### src/hw/prm_pkg.sv
package prm_pkg;
    // timing
    localparam int CLK_PERIOD_NS = 10;
    localparam int BLINK_HALF_NS = 40000000;
    localparam int BLINK_HALF_CYC = (BLINK_HALF_NS + CLK_PERIOD_NS - 1) / CLK_PERIOD_NS;
    localparam logic [1:0] STRAP_SETTLE_CYC = 2'h3;

    // register byte addresses, low bits of haddr
    localparam int ADDR_W = 12;
    localparam logic [11:0] ADDR_CTRL = 12'h000;
    localparam logic [11:0] ADDR_STATUS = 12'h004;
    localparam logic [11:0] ADDR_IRQ_STAT = 12'h008;
    localparam logic [11:0] ADDR_IRQ_MASK = 12'h00C;

    // control fields
    localparam int CTRL_W = 3;
    localparam int CTRL_RX_EN = 0;
    localparam int CTRL_TX_EN = 1;
    localparam int CTRL_BLINK_EN = 2;
    localparam logic [2:0] CTRL_RESET = 3'h7;

    // latched strap vector layout
    localparam int STRAP_W = 6;
    localparam int STRAP_MODE_LSB = 0;
    localparam int STRAP_ADDR = 3;
    localparam int STRAP_PINSEL = 4;
    localparam int STRAP_CORE_REGULATOR_DISABLE_STRAP = 5;
    localparam logic [5:0] STRAP_RESET = 6'h17;

    // status fields beyond the strap copy
    localparam int STAT_LINK = 6;
    localparam int STAT_SPEED = 7;
    localparam int STAT_DUPLEX = 8;
    localparam int STAT_VALID = 9;

    // interrupt sources
    localparam int IRQ_W = 3;
    localparam int IRQ_LINK = 0;
    localparam int IRQ_RXERR = 1;
    localparam int IRQ_FRAME = 2;
    localparam logic [2:0] IRQ_MASK_RESET = 3'h0;

    // receive dibits in wire order
    localparam logic [1:0] DIBIT_PRE = 2'h1;
    localparam logic [1:0] DIBIT_SFD = 2'h3;

    typedef enum logic [1:0] {RX_IDLE, RX_PRE, RX_DATA} prm_rx_state_t;
endpackage

### src/hw/prm_rmii_phy_pins.sv
// Summary of operation
// - received data leaves as two separate bit outputs, bit 0 and bit 1.
// - carrier sense/data valid is high while the receive medium is not idle.
// - at 10 Mb/s data stays low until the start-of-frame delimiter arrives.
// - 10 Mb/s half duplex never echoes transmitted data onto receive outputs.
// - receive error rises when an error is seen within the current frame.
// - straps are captured after every reset and held as defaults.
// - three mode straps form the three-bit default operating mode.
// - captured address strap sets the management interface address.
// - link/activity light is on with link and blinks on traffic.
// - speed light on at 100 Mb/s with link, off at 10 Mb/s, without link or when isolated.
// - shared pin is low-active interrupt when select strap high, else clock.
// - reference clock output is a 50 MHz clock divided from the core clock when select strap low, else low.
// - reset input is active low and resets the block while low.
//
// Design decisions made here: the AHB-Lite register port and the address map.
`timescale 1ns/1ps
module prm_rmii_phy_pins #(
    parameter int BLINK_CYCLES = prm_pkg::BLINK_HALF_CYC
) (
    input wire logic sys_clk_in, // 100 MHz
    input wire logic rst_n_in, // async, active low
    input wire logic hsel_in, // slave select
    input wire logic [31:0] haddr_in, // address
    input wire logic [1:0] htrans_in, // transfer type
    input wire logic hwrite_in, // write
    input wire logic [2:0] hsize_in, // size, word only
    input wire logic [31:0] hwdata_in, // write data
    input wire logic hready_in, // bus ready
    output logic [31:0] hrdata_out, // read data
    output logic hreadyout_out, // always ready
    output logic hresp_out, // always okay
    input wire logic [1:0] txd_in, // transmit data pins
    input wire logic tx_en_in, // transmit enable pin
    output logic rxd0_out, // receive data bit 0
    output logic rxd1_out, // receive data bit 1
    output logic crs_dv_out, // carrier sense / data valid
    output logic rx_er_out, // receive error
    input wire logic [2:0] mode_strap_in, // mode straps
    input wire logic mgmt_addr_strap_in, // address strap
    input wire logic irq_or_refclk_pin_select_strap_in, // 1 irq, 0 clock
    input wire logic core_regulator_disable_strap_in, // regulator strap
    output logic [2:0] mode_out, // latched mode
    output logic mgmt_addr_out, // latched address
    output logic regulator_disable_out, // latched regulator off
    output logic straps_valid_out, // straps captured
    input wire logic med_rx_active_in, // medium not idle
    input wire logic med_rx_dibit_valid_in, // new receive dibit
    input wire logic [1:0] med_rx_dibit_in, // receive dibit
    input wire logic med_rx_err_in, // decoder error
    input wire logic link_up_in, // valid link
    input wire logic speed_100_in, // 100 Mb/s
    input wire logic full_duplex_in, // full duplex
    input wire logic isolate_in, // line isolated
    output logic [1:0] med_tx_dibit_out, // transmit dibit to medium
    output logic med_tx_en_out, // transmit active to medium
    output logic link_activity_indicator_out, // link/activity light
    output logic speed_indicator_out, // speed light
    output logic irq_out_low_out, // interrupt, active low
    output logic ref_clock_out, // 50 MHz clock if select strap low, else low
    output logic shared_pin_out, // shared pin level
    output logic shared_pin_oe_out, // shared pin drive enable
    output logic irq_out // interrupt, active high
);
    import prm_pkg::*;

    localparam int SYNC_W = 3 + STRAP_W;
    localparam int CW = $clog2(2 * BLINK_CYCLES + 1);
    localparam logic [CW-1:0] BLINK_LOAD = CW'(2 * BLINK_CYCLES);
    localparam logic [CW-1:0] BLINK_HALF = CW'(BLINK_CYCLES);
    localparam logic [CW-1:0] CNT_ZERO = '0;

    // pin synchronisers
    logic [SYNC_W-1:0] sync1_reg;
    logic [SYNC_W-1:0] sync2_reg;
    logic [1:0] txd_s;
    logic tx_en_s;
    logic [STRAP_W-1:0] strap_s;

    always_ff @(posedge sys_clk_in or negedge rst_n_in)
    begin
        if (!rst_n_in)
        begin
            sync1_reg <= '0;
            sync2_reg <= '0;
        end
        else
        begin
            sync1_reg <= {core_regulator_disable_strap_in, irq_or_refclk_pin_select_strap_in,
                          mgmt_addr_strap_in, mode_strap_in, txd_in, tx_en_in};
            sync2_reg <= sync1_reg;
        end
    end

    assign tx_en_s = sync2_reg[0];
    assign txd_s = sync2_reg[2:1];
    assign strap_s = sync2_reg[SYNC_W-1:3];

    // reference clock divider; tick marks its rising edge
    logic ref_clk_reg;
    logic tick;

    always_ff @(posedge sys_clk_in or negedge rst_n_in)
    begin
        if (!rst_n_in)
            ref_clk_reg <= 1'b0;
        else
            ref_clk_reg <= ~ref_clk_reg;
    end

    assign tick = ~ref_clk_reg;

    // strap capture after the synchronisers have filled
    logic [1:0] strap_cnt_reg, strap_cnt_next;
    logic [STRAP_W-1:0] strap_reg, strap_next;
    logic strap_done_reg, strap_done_next;

    always_comb
    begin
        strap_cnt_next = strap_cnt_reg;
        strap_next = strap_reg;
        strap_done_next = strap_done_reg;
        if (!strap_done_reg)
        begin
            if (strap_cnt_reg == STRAP_SETTLE_CYC)
            begin
                strap_next = strap_s;
                strap_done_next = 1'b1;
            end
            else
                strap_cnt_next = strap_cnt_reg + 2'h1;
        end
    end

    always_ff @(posedge sys_clk_in or negedge rst_n_in)
    begin
        if (!rst_n_in)
        begin
            strap_cnt_reg <= 2'h0;
            strap_reg <= STRAP_RESET;
            strap_done_reg <= 1'b0;
        end
        else
        begin
            strap_cnt_reg <= strap_cnt_next;
            strap_reg <= strap_next;
            strap_done_reg <= strap_done_next;
        end
    end

    assign mode_out = strap_reg[STRAP_MODE_LSB +: 3];
    assign mgmt_addr_out = strap_reg[STRAP_ADDR];
    assign regulator_disable_out = strap_reg[STRAP_CORE_REGULATOR_DISABLE_STRAP];
    assign straps_valid_out = strap_done_reg;

    // register state declared early for the data paths
    logic [CTRL_W-1:0] ctrl_reg, ctrl_next;

    // receive path
    prm_rx_state_t rx_state_reg, rx_state_next;
    logic [1:0] rxd_reg, rxd_next;
    logic [1:0] prev_dibit_reg, prev_dibit_next;
    logic crs_reg, crs_next;
    logic rxer_reg, rxer_next;
    logic echo_block;
    logic frame_ev;

    assign echo_block = ~speed_100_in & ~full_duplex_in & tx_en_s;

    always_comb
    begin
        rx_state_next = rx_state_reg;
        rxd_next = rxd_reg;
        prev_dibit_next = prev_dibit_reg;
        crs_next = crs_reg;
        rxer_next = rxer_reg;
        frame_ev = 1'b0;
        if (tick)
        begin
            crs_next = med_rx_active_in & ctrl_reg[CTRL_RX_EN];
            rxer_next = med_rx_err_in & med_rx_active_in & ctrl_reg[CTRL_RX_EN];
            rxd_next = 2'h0;
            if (!crs_next)
            begin
                rx_state_next = RX_IDLE;
                prev_dibit_next = 2'h0;
            end
            else
            begin
                if (med_rx_dibit_valid_in)
                    prev_dibit_next = med_rx_dibit_in;
                case (rx_state_reg)
                    RX_IDLE:
                    begin
                        if (speed_100_in)
                        begin
                            rx_state_next = RX_DATA;
                            rxd_next = med_rx_dibit_in;
                            frame_ev = 1'b1;
                        end
                        else
                            rx_state_next = RX_PRE;
                    end
                    RX_PRE:
                    begin
                        if (med_rx_dibit_valid_in && med_rx_dibit_in == DIBIT_SFD && prev_dibit_reg == DIBIT_PRE)
                        begin
                            rx_state_next = RX_DATA;
                            rxd_next = med_rx_dibit_in;
                            frame_ev = 1'b1;
                        end
                    end
                    RX_DATA:
                    begin
                        rxd_next = med_rx_dibit_valid_in ? med_rx_dibit_in : rxd_reg;
                    end
                    default:
                        rx_state_next = RX_IDLE;
                endcase
            end
            if (echo_block)
                rxd_next = 2'h0;
        end
    end

    always_ff @(posedge sys_clk_in or negedge rst_n_in)
    begin
        if (!rst_n_in)
        begin
            rx_state_reg <= RX_IDLE;
            rxd_reg <= 2'h0;
            prev_dibit_reg <= 2'h0;
            crs_reg <= 1'b0;
            rxer_reg <= 1'b0;
        end
        else
        begin
            rx_state_reg <= rx_state_next;
            rxd_reg <= rxd_next;
            prev_dibit_reg <= prev_dibit_next;
            crs_reg <= crs_next;
            rxer_reg <= rxer_next;
        end
    end

    assign rxd0_out = rxd_reg[0];
    assign rxd1_out = rxd_reg[1];
    assign crs_dv_out = crs_reg;
    assign rx_er_out = rxer_reg;

    // transmit path
    logic [1:0] tx_dibit_reg, tx_dibit_next;
    logic tx_en_reg, tx_en_next;

    always_comb
    begin
        tx_dibit_next = tx_dibit_reg;
        tx_en_next = tx_en_reg;
        if (tick)
        begin
            tx_en_next = tx_en_s & ctrl_reg[CTRL_TX_EN];
            tx_dibit_next = tx_en_next ? txd_s : 2'h0;
        end
    end

    always_ff @(posedge sys_clk_in or negedge rst_n_in)
    begin
        if (!rst_n_in)
        begin
            tx_dibit_reg <= 2'h0;
            tx_en_reg <= 1'b0;
        end
        else
        begin
            tx_dibit_reg <= tx_dibit_next;
            tx_en_reg <= tx_en_next;
        end
    end

    assign med_tx_dibit_out = tx_dibit_reg;
    assign med_tx_en_out = tx_en_reg;

    // indicator lights; activity blinks dark for the first half period
    logic [CW-1:0] blink_cnt_reg, blink_cnt_next;
    logic led_link_reg, led_link_next;
    logic led_speed_reg, led_speed_next;

    always_comb
    begin
        blink_cnt_next = blink_cnt_reg;
        if (blink_cnt_reg != CNT_ZERO)
            blink_cnt_next = blink_cnt_reg - 1'b1;
        else if ((tx_en_s | crs_reg) & link_up_in & ctrl_reg[CTRL_BLINK_EN])
            blink_cnt_next = BLINK_LOAD;
        led_link_next = link_up_in & ~(blink_cnt_reg > BLINK_HALF);
        led_speed_next = link_up_in & speed_100_in & ~isolate_in;
    end

    always_ff @(posedge sys_clk_in or negedge rst_n_in)
    begin
        if (!rst_n_in)
        begin
            blink_cnt_reg <= CNT_ZERO;
            led_link_reg <= 1'b0;
            led_speed_reg <= 1'b0;
        end
        else
        begin
            blink_cnt_reg <= blink_cnt_next;
            led_link_reg <= led_link_next;
            led_speed_reg <= led_speed_next;
        end
    end

    assign link_activity_indicator_out = led_link_reg;
    assign speed_indicator_out = led_speed_reg;

    // bus slave and interrupt registers
    logic [ADDR_W-1:0] addr_reg, addr_next;
    logic wr_pend_reg, wr_pend_next;
    logic [31:0] rdata_reg, rdata_next;
    logic [IRQ_W-1:0] irq_stat_reg, irq_stat_next;
    logic [IRQ_W-1:0] irq_mask_reg, irq_mask_next;
    logic link_prev_reg;
    logic irq_reg, irq_next;
    logic [IRQ_W-1:0] events;
    logic [IRQ_W-1:0] w1c;
    logic addr_phase;

    assign addr_phase = hsel_in & htrans_in[1] & hready_in;

    always_comb
    begin
        events = '0;
        events[IRQ_LINK] = link_up_in ^ link_prev_reg;
        events[IRQ_RXERR] = rxer_next & ~rxer_reg;
        events[IRQ_FRAME] = frame_ev;
        w1c = '0;
        ctrl_next = ctrl_reg;
        irq_mask_next = irq_mask_reg;
        if (wr_pend_reg)
        begin
            case (addr_reg)
                ADDR_CTRL: ctrl_next = hwdata_in[CTRL_W-1:0];
                ADDR_IRQ_STAT: w1c = hwdata_in[IRQ_W-1:0];
                ADDR_IRQ_MASK: irq_mask_next = hwdata_in[IRQ_W-1:0];
                default: ;
            endcase
        end
        irq_stat_next = (irq_stat_reg & ~w1c) | events; // set wins over clear
        irq_next = |(irq_stat_next & irq_mask_next);
        addr_next = addr_phase ? haddr_in[ADDR_W-1:0] : addr_reg;
        wr_pend_next = addr_phase & hwrite_in;
        rdata_next = 32'h0000_0000;
        if (addr_phase && !hwrite_in)
        begin
            case (haddr_in[ADDR_W-1:0])
                ADDR_CTRL: rdata_next[CTRL_W-1:0] = ctrl_next;
                ADDR_STATUS:
                begin
                    rdata_next[STRAP_W-1:0] = strap_reg;
                    rdata_next[STAT_LINK] = link_up_in;
                    rdata_next[STAT_SPEED] = speed_100_in;
                    rdata_next[STAT_DUPLEX] = full_duplex_in;
                    rdata_next[STAT_VALID] = strap_done_reg;
                end
                ADDR_IRQ_STAT: rdata_next[IRQ_W-1:0] = irq_stat_next;
                ADDR_IRQ_MASK: rdata_next[IRQ_W-1:0] = irq_mask_next;
                default: rdata_next = 32'h0000_0000;
            endcase
        end
    end

    always_ff @(posedge sys_clk_in or negedge rst_n_in)
    begin
        if (!rst_n_in)
        begin
            addr_reg <= '0;
            wr_pend_reg <= 1'b0;
            rdata_reg <= 32'h0000_0000;
            ctrl_reg <= CTRL_RESET;
            irq_stat_reg <= '0;
            irq_mask_reg <= IRQ_MASK_RESET;
            link_prev_reg <= 1'b0;
            irq_reg <= 1'b0;
        end
        else
        begin
            addr_reg <= addr_next;
            wr_pend_reg <= wr_pend_next;
            rdata_reg <= rdata_next;
            ctrl_reg <= ctrl_next;
            irq_stat_reg <= irq_stat_next;
            irq_mask_reg <= irq_mask_next;
            link_prev_reg <= link_up_in;
            irq_reg <= irq_next;
        end
    end

    assign hrdata_out = rdata_reg;
    assign hreadyout_out = 1'b1;
    assign hresp_out = 1'b0;
    assign irq_out = irq_reg;
    assign irq_out_low_out = ~irq_reg;

    // shared pin: open-drain interrupt or driven clock
    assign shared_pin_out = strap_reg[STRAP_PINSEL] ? 1'b0 : ref_clk_reg;
    assign shared_pin_oe_out = strap_reg[STRAP_PINSEL] ? irq_reg : 1'b1;
    assign ref_clock_out = strap_reg[STRAP_PINSEL] ? 1'b0 : ref_clk_reg;
endmodule

### config.mk
export PLATFORM = sky130hd
export DESIGN_NAME = prm_rmii_phy_pins
export DESIGN_NICKNAME = d
export VERILOG_FILES = /design/src/hw/prm_pkg.sv /design/src/hw/prm_rmii_phy_pins.sv
export SDC_FILE = /design/constraint.sdc
export NUM_CORES = 1
export LEC_CHECK = 0
export BUFFER_PORTS_ARGS = -buffer_cell sky130_fd_sc_hd__buf_2
export CAP_MARGIN = 20
export CORE_ASPECT_RATIO = 0.6
export CORE_MARGIN = 4
export CORE_UTILIZATION = 50
export DETAILED_ROUTE_END_ITERATION = 10
export GPL_TIMING_DRIVEN = 0
export MAX_ROUTING_LAYER = met4
export PLACE_DENSITY = 0.8
export SLEW_MARGIN = 20
export SYNTH_ARGS = -nofsm -noshare
export SYNTH_HDL_FRONTEND = slang
export SYNTH_SLANG_ARGS = --single-unit
### constraint.sdc
create_clock -name sys_clk_in -period 6 [get_ports sys_clk_in]
set_input_delay 0 -clock sys_clk_in [delete_from_list [all_inputs] [get_ports sys_clk_in]]
set_output_delay 0 -clock sys_clk_in [all_outputs]
set_load 0.05 [all_outputs]
==> impl_metrics.ini, run 1 <==
[outcome]
status = finished clean

[detailed_routing]
highest-signal-layer = met4
first_pass_iters = 4
wl_met3_um = 669
via_count = 3152
first_iter_violations = 221
wirelength_mm = 9.45
drcViolationCount = 0
wire_per_inst_um = 15.4
ant_nets = 0
drt-met1-wl_mm = 4.36
viasPerCell = 5.13
met2_length_mm = 4.27

[flow_run]
max_cap_violations = 0

[placed_design]
pre_cts_ws_ns = 3.26
dp_hpwl_mm = 6.73
placement.io_buffers = 68
routabilityCongestion = 0.949

[yosys]
synth_top_cell_by_area = dfrtp_1
ys.flop_type = dfrtp_1
synth_cell_type_count = 58
ys_seq_area_share_pct = 58.2
synth_area_mm2 = 0.00423
async_flop_share_pct = 100
synth.most_common_cell = dfrtp_1
syn_inst = 364
synth-seq-cells = 98
synthTopCellsByArea = dfrtp_1, mux2_2, buf_4
synth_edf_count = 0
synthTopCellsByCount = dfrtp_1, buf_4, nor2_1
syn_area_per_cell_um2 = 11.6
yosys.area.top_type_share_pct = 53.8
yosys_warnings = 0

[worst_setup_path]
end_kind = flop
cp_slowest_cell = nor4_1
cp_data_arrival_time_ns = 2.98
cp_cell_sequence = inv_1 -> ha_1 -> or3b_2 -> or2_2 -> buf_2 -> nor4_1 -> a211oi_1 -> a21o_1
crit_type = flop to flop
crit_family = simple AND/OR/NAND/NOR gates
crit_buf_inv = 2
startpoint_type = flop
worstPathMaxFanout = 5
worstPathRequired_ns = 6.23
slowest_delay_ns = 0.74

[global_routing]
grt_util_all_layers_pct = 20.6
overflow = 0
grt_pass1_vias = 3148
grt_pass1_wl_mm = 15.8
antenna_found_initial = 0
grt_max_degree = 58

[floorplan]
coreArea_mm2 = 0.00804
dieArea_mm2 = 0.0100
io_pins = 146
die_w_um = 127
placementRows = 25
initial_core_util_pct = 52.6
chipHeight_um = 79.3

[sta]
period_needed_ns = 2.75
worst_slack_ns = 3.25
rsz0062_at_grt = false
finalCritPeriodShare_pct = 45.9
worst_slew_pin_slew_ns = 0.913
slew_headroom_pct = 38.3
hold_violations = 0
slew_violations = 0
holdWs_ns = 0.0239
setup-violations-final = 0
tns_ns = 0
fmax_ghz = 0.363
skew_ns = 0.00888

[finish]
drive_gt1_share_pct = 29.8
diodes = 0
area_delta_synth_final_pct = 29.7
final_nets = 596
largest_reg_flops = 23

[cts]
cts_root_buffer = clkbuf_16
clkSinkCount = 98
clk_latency_ns = 0.34
cts_buffer_depth = 2
cts_buffers = 9
cts_max_level = 3
clk_pin_slew_ns = 0.07
cts_setup_buffers = 0
cts_tree = yes
cts_resized = 0

[power_and_ir_drop]
power_density_mw_per_mm2 = 270
irDropWorstVdd_mv = 0.166
p_leak_nw = 2.61

[min_path]
hp-class = input port to flop
## cells by family after synthesis
kind of cell	Yosys count	synth area share, %
compound gates	52	8.25
xor+xnor	14	2.90
fa+ha+maj	2	0.591
buf+inv	54	7.54
flops	98	58.2
mux	29	7.81
other cells	2	0.177
simple gates	113	14.6
## per-layer routing
metal | up-vias | global-route usage, %
li1 | 1507 | -
met1 | 1527 | 28.1
met2 | 102 | 30.4
met3 | 16 | 5.91
met4 | 0 | 6.21
met5 | - | -
## final cells by class
class	count	area [µm²]
plain buffers	36	251
well taps	108	135
flip-flops and latches	98	2460
repair buffers	105	734
clock buffers	13	240
fillers	560	2550
clock inverters	3	65.1
multi-input cells	234	1530
inverters	18	67.6
## cell usage in the layout, fill, tap and decap left out, types with 9 or more instances in the layout
master	instances
nor2_1	23
conb_1	24
dlygate4sd3_1	36
dfrtp_1	91
mux2_2	22
and2_1	9
clkbuf_16	9
nor4_1	9
buf_4	28
buf_2	68
inv_1	17
o21ai_0	14
xnor2_1	9
nand2_1	18
nor3_1	12
a21oi_1	10
## where the power goes
group	internal (W)	switching (W)	total (W)
clock	0.000365	0.000224	0.000589
sequential	0.000695	0.0000217	0.000716
combinational	0.0000696	0.000107	0.000176
## stage by stage
step,util [%],instance area (µm²),power (W),cells
2_1_floorplan,-,4310,0.000829,386
3_3_place_gp,59.6,4790,0.000875,562
3_5_place_dp,60.0,4820,0.000884,563
4_1_cts,68.3,5490,0.00149,615
5_1_grt,68.3,5490,0.00154,615
6_report,68.3,5490,0.00148,615
## timing repair
action	4_1_cts	5_1_grt
setup endpoints to repair	0	0
endpoints found under the hold margin	129	0
hold buffers	36	0
## path summary, 6_finish.rpt
kind	from	endpoint	slack [ns]	cells after the start
min	med_rx_dibit_valid_in	prev_dibit_reg[0]$_DFFE_PN0P_	0.02	2
min reg2reg	sync1_reg[5]$_DFF_PN0_	sync2_reg[5]$_DFF_PN0_	0.35	0
max	blink_cnt_reg[0]$_DFFE_PN0P_	blink_cnt_reg[21]$_DFFE_PN0P_	3.25	8
max in group asynchronous	rst_n_in	strap_reg[0]$_DFFE_PN1P_	5.24	3
max reg2reg	blink_cnt_reg[0]$_DFFE_PN0P_	blink_cnt_reg[21]$_DFFE_PN0P_	3.25	8
min in group asynchronous	rst_n_in	hrdata_out[8]$_DFF_PN0_	0.13	2
(Power assumes the default switching activity.)
==> run 2, diff against run 1 <==
--- a/config.mk
+++ b/config.mk
@@ -9,11 +9,11 @@
 export CAP_MARGIN = 20
 export CORE_ASPECT_RATIO = 0.6
 export CORE_MARGIN = 4
-export CORE_UTILIZATION = 50
+export CORE_UTILIZATION = 45
 export DETAILED_ROUTE_END_ITERATION = 10
 export GPL_TIMING_DRIVEN = 0
 export MAX_ROUTING_LAYER = met4
-export PLACE_DENSITY = 0.8
+export PLACE_DENSITY = 0.76
 export SLEW_MARGIN = 20
 export SYNTH_ARGS = -nofsm -noshare
 export SYNTH_HDL_FRONTEND = slang
==> constraint.sdc (replaced) <==
create_clock -name sys_clk_in -period 2.5 [get_ports sys_clk_in]
set_input_delay 0 -clock sys_clk_in [delete_from_list [all_inputs] [get_ports sys_clk_in]]
set_output_delay 0 -clock sys_clk_in [all_outputs]
set_load 0.05 [all_outputs]
==> run 2 against run 1 <==
  * Routed wire length up 4.1%
  * Critical path depth down 1
  * Register-to-register slack worse by 3.2 ns
  * Fmax up 14%
  * Count of clock-buffer cells in the layout down 2
  * Clock power up 140%
  * Highest routed layer unchanged
  * Utilization down 6.9 points
  * Final area up 2.4%
  * Global-route usage down 1.7 points
  * Critical endpoint unchanged
==> impl_metrics.ini, run 2 (synthesis results as in run 1) <==
[outcome]
status = finished clean

[power_and_ir_drop]
intPower_w = 0.00267
p_switching_w = 0.000898
power_density_mw_per_mm2 = 634
p_leak_nw = 2.67
p_comb_share_pct = 11.8
clock_power_share_pct = 39.9
pwr-share-seq_pct = 48.2
finalPower_w = 0.00356
swShare_pct = 25.2
irDropWorstVdd_mv = 0.341

[floorplan]
coreArea_mm2 = 0.00916
chipHeight_um = 83.1
die_w_um = 133
initial_core_util_pct = 46.2
dieArea_mm2 = 0.0111
io_pins = 146
placementRows = 27

[finish]
design_area_mm2 = 0.00562
final_common_cell = dfrtp_1
fill_cells = 713
final_cell_mix = dfrtp_1, buf_2, buf_4, dlygate4sd3_1, conb_1
area_delta_synth_final_pct = 32.8
largest_reg_flops = 23
drive_gt1_share_pct = 32.2
final_nets = 602
final_cells = 644

[sta]
setup-violations-final = 0
hold_violations = 0
finalCritPeriodShare_pct = 96.9
rsz0062_at_grt = false
slew_headroom_pct = 53.3
skew_ns = 0.00803
worst_slew_pin_slew_ns = 0.694
tns_ns = 0
fmax_ghz = 0.413
period_needed_ns = 2.42
slew_violations = 0

[cts]
cts_buffer_depth = 2
cts_buffers = 9
clk_latency_ns = 0.34
clkSinkCount = 98
cts_tree = yes
cts_max_level = 3
clk_pin_slew_ns = 0.07
cts_root_buffer = clkbuf_16

[global_routing]
grt_util_all_layers_pct = 19.0
grt_max_degree = 71
grt_pass1_vias = 3241
grt_pass1_wl_mm = 16.3
overflow = 0
antenna_found_initial = 1

[detailed_routing]
wirelength_mm = 9.83
first_pass_iters = 5
via_count = 3280
first_iter_violations = 220
ant_nets = 0
viasPerCell = 5.09
wire_per_inst_um = 15.3
drcViolationCount = 0

[worst_setup_path]
worstPathRequired_ns = 2.78
crit_type = flop to flop
rr_worst_depth = 7
cp-startpoint = blink_cnt_reg[16]$_DFFE_PN0P_
rrSetupSlack_ns = 0.08
cp_data_arrival_time_ns = 2.71
worstPathMaxFanout = 9
worstSetupEndpoint = blink_cnt_reg[21]$_DFFE_PN0P_
r2r_end = blink_cnt_reg[21]$_DFFE_PN0P_
end_kind = flop
startpoint_type = flop
r2r-start = blink_cnt_reg[16]$_DFFE_PN0P_

[placed_design]
dp_hpwl_mm = 6.93
placement.io_buffers = 68
dp.cells = 585
routabilityCongestion = 0.885
dpl-instance-area_mm2 = 0.00485

[flow_run]
max_cap_violations = 0

[min_path]
hp-class = input port to flop
run 2: critical path, cell delays in order, from the launching register on:
cell and delay (ns):
dfrtp_2 0.43, or4_4 0.55, or4_1 0.41, buf_4 0.19
or3_1 0.32, buf_6 0.15, a211oi_2 0.20, a21o_1 0.10
run 2: layer usage:
layer	global-route usage [%]	wire (µm)	vias to the layer above
li1	-	-	1522
met1	25.9	4330	1618
met4	6.35	159	0
met5	-	0	-
met3	5.08	771	14
met2	27.8	4570	126
run 2: how the worst min path moves through the flow:
stage / start / end / cells past startpoint
floorplan: rst_n_in / addr_reg[0]$_DFFE_PN0P_ / 0
global route: haddr_in[2] / hrdata_out[2]$_DFF_PN0_ / 3
finish: haddr_in[2] / hrdata_out[2]$_DFF_PN0_ / 3
CTS: haddr_in[2] / hrdata_out[2]$_DFF_PN0_ / 3
detailed placement: rst_n_in / blink_cnt_reg[18]$_DFFE_PN0P_ / 1
global placement: core_regulator_disable_strap_in / sync1_reg[8]$_DFF_PN0_ / 1
run 2: cell type report:
class | instances | area, µm² | area share [%]
plain buffers | 35 | 251 | 4.47
inverters | 18 | 67.6 | 1.20
multi-input cells | 234 | 1570 | 28.0
repair buffers | 112 | 787 | 14.0
clock inverters | 5 | 62.6 | 1.11
well taps | 130 | 163 | 2.89
diodes | 1 | 2.50 | 0.0445
flip-flops and latches | 98 | 2460 | 43.8
clock buffers | 11 | 253 | 4.50
run 2: timing repair:
action,in CTS,in global routing
setup buffers,0,7
endpoints found under the hold margin,129,0
endpoints found under the setup margin,9,12
resized for setup,6,7
pin swaps,0,1
hold buffers,36,0
run 2: per-stage QoR:
step	worst slack (ns)	utilization (%)	hold WS, ns
floorplan	0.0769	-	-0.296
global placement	-0.262	52.6	0.108
detailed placement	-0.325	53.0	-0.105
CTS	0.000286	60.7	0.0331
global route	0.00969	61.4	0.0431
finish	0.0767	61.4	0.0368
run 2: power by group through the flow:
stage               Clock (W)  Sequential (W)  Combinational (W)
floorplan                   0         0.00176           0.000230
global placement            0         0.00174           0.000360
detailed placement          0         0.00175           0.000377
CTS                   0.00145         0.00172           0.000420
global route          0.00152         0.00173           0.000456
finish                0.00142         0.00172           0.000422
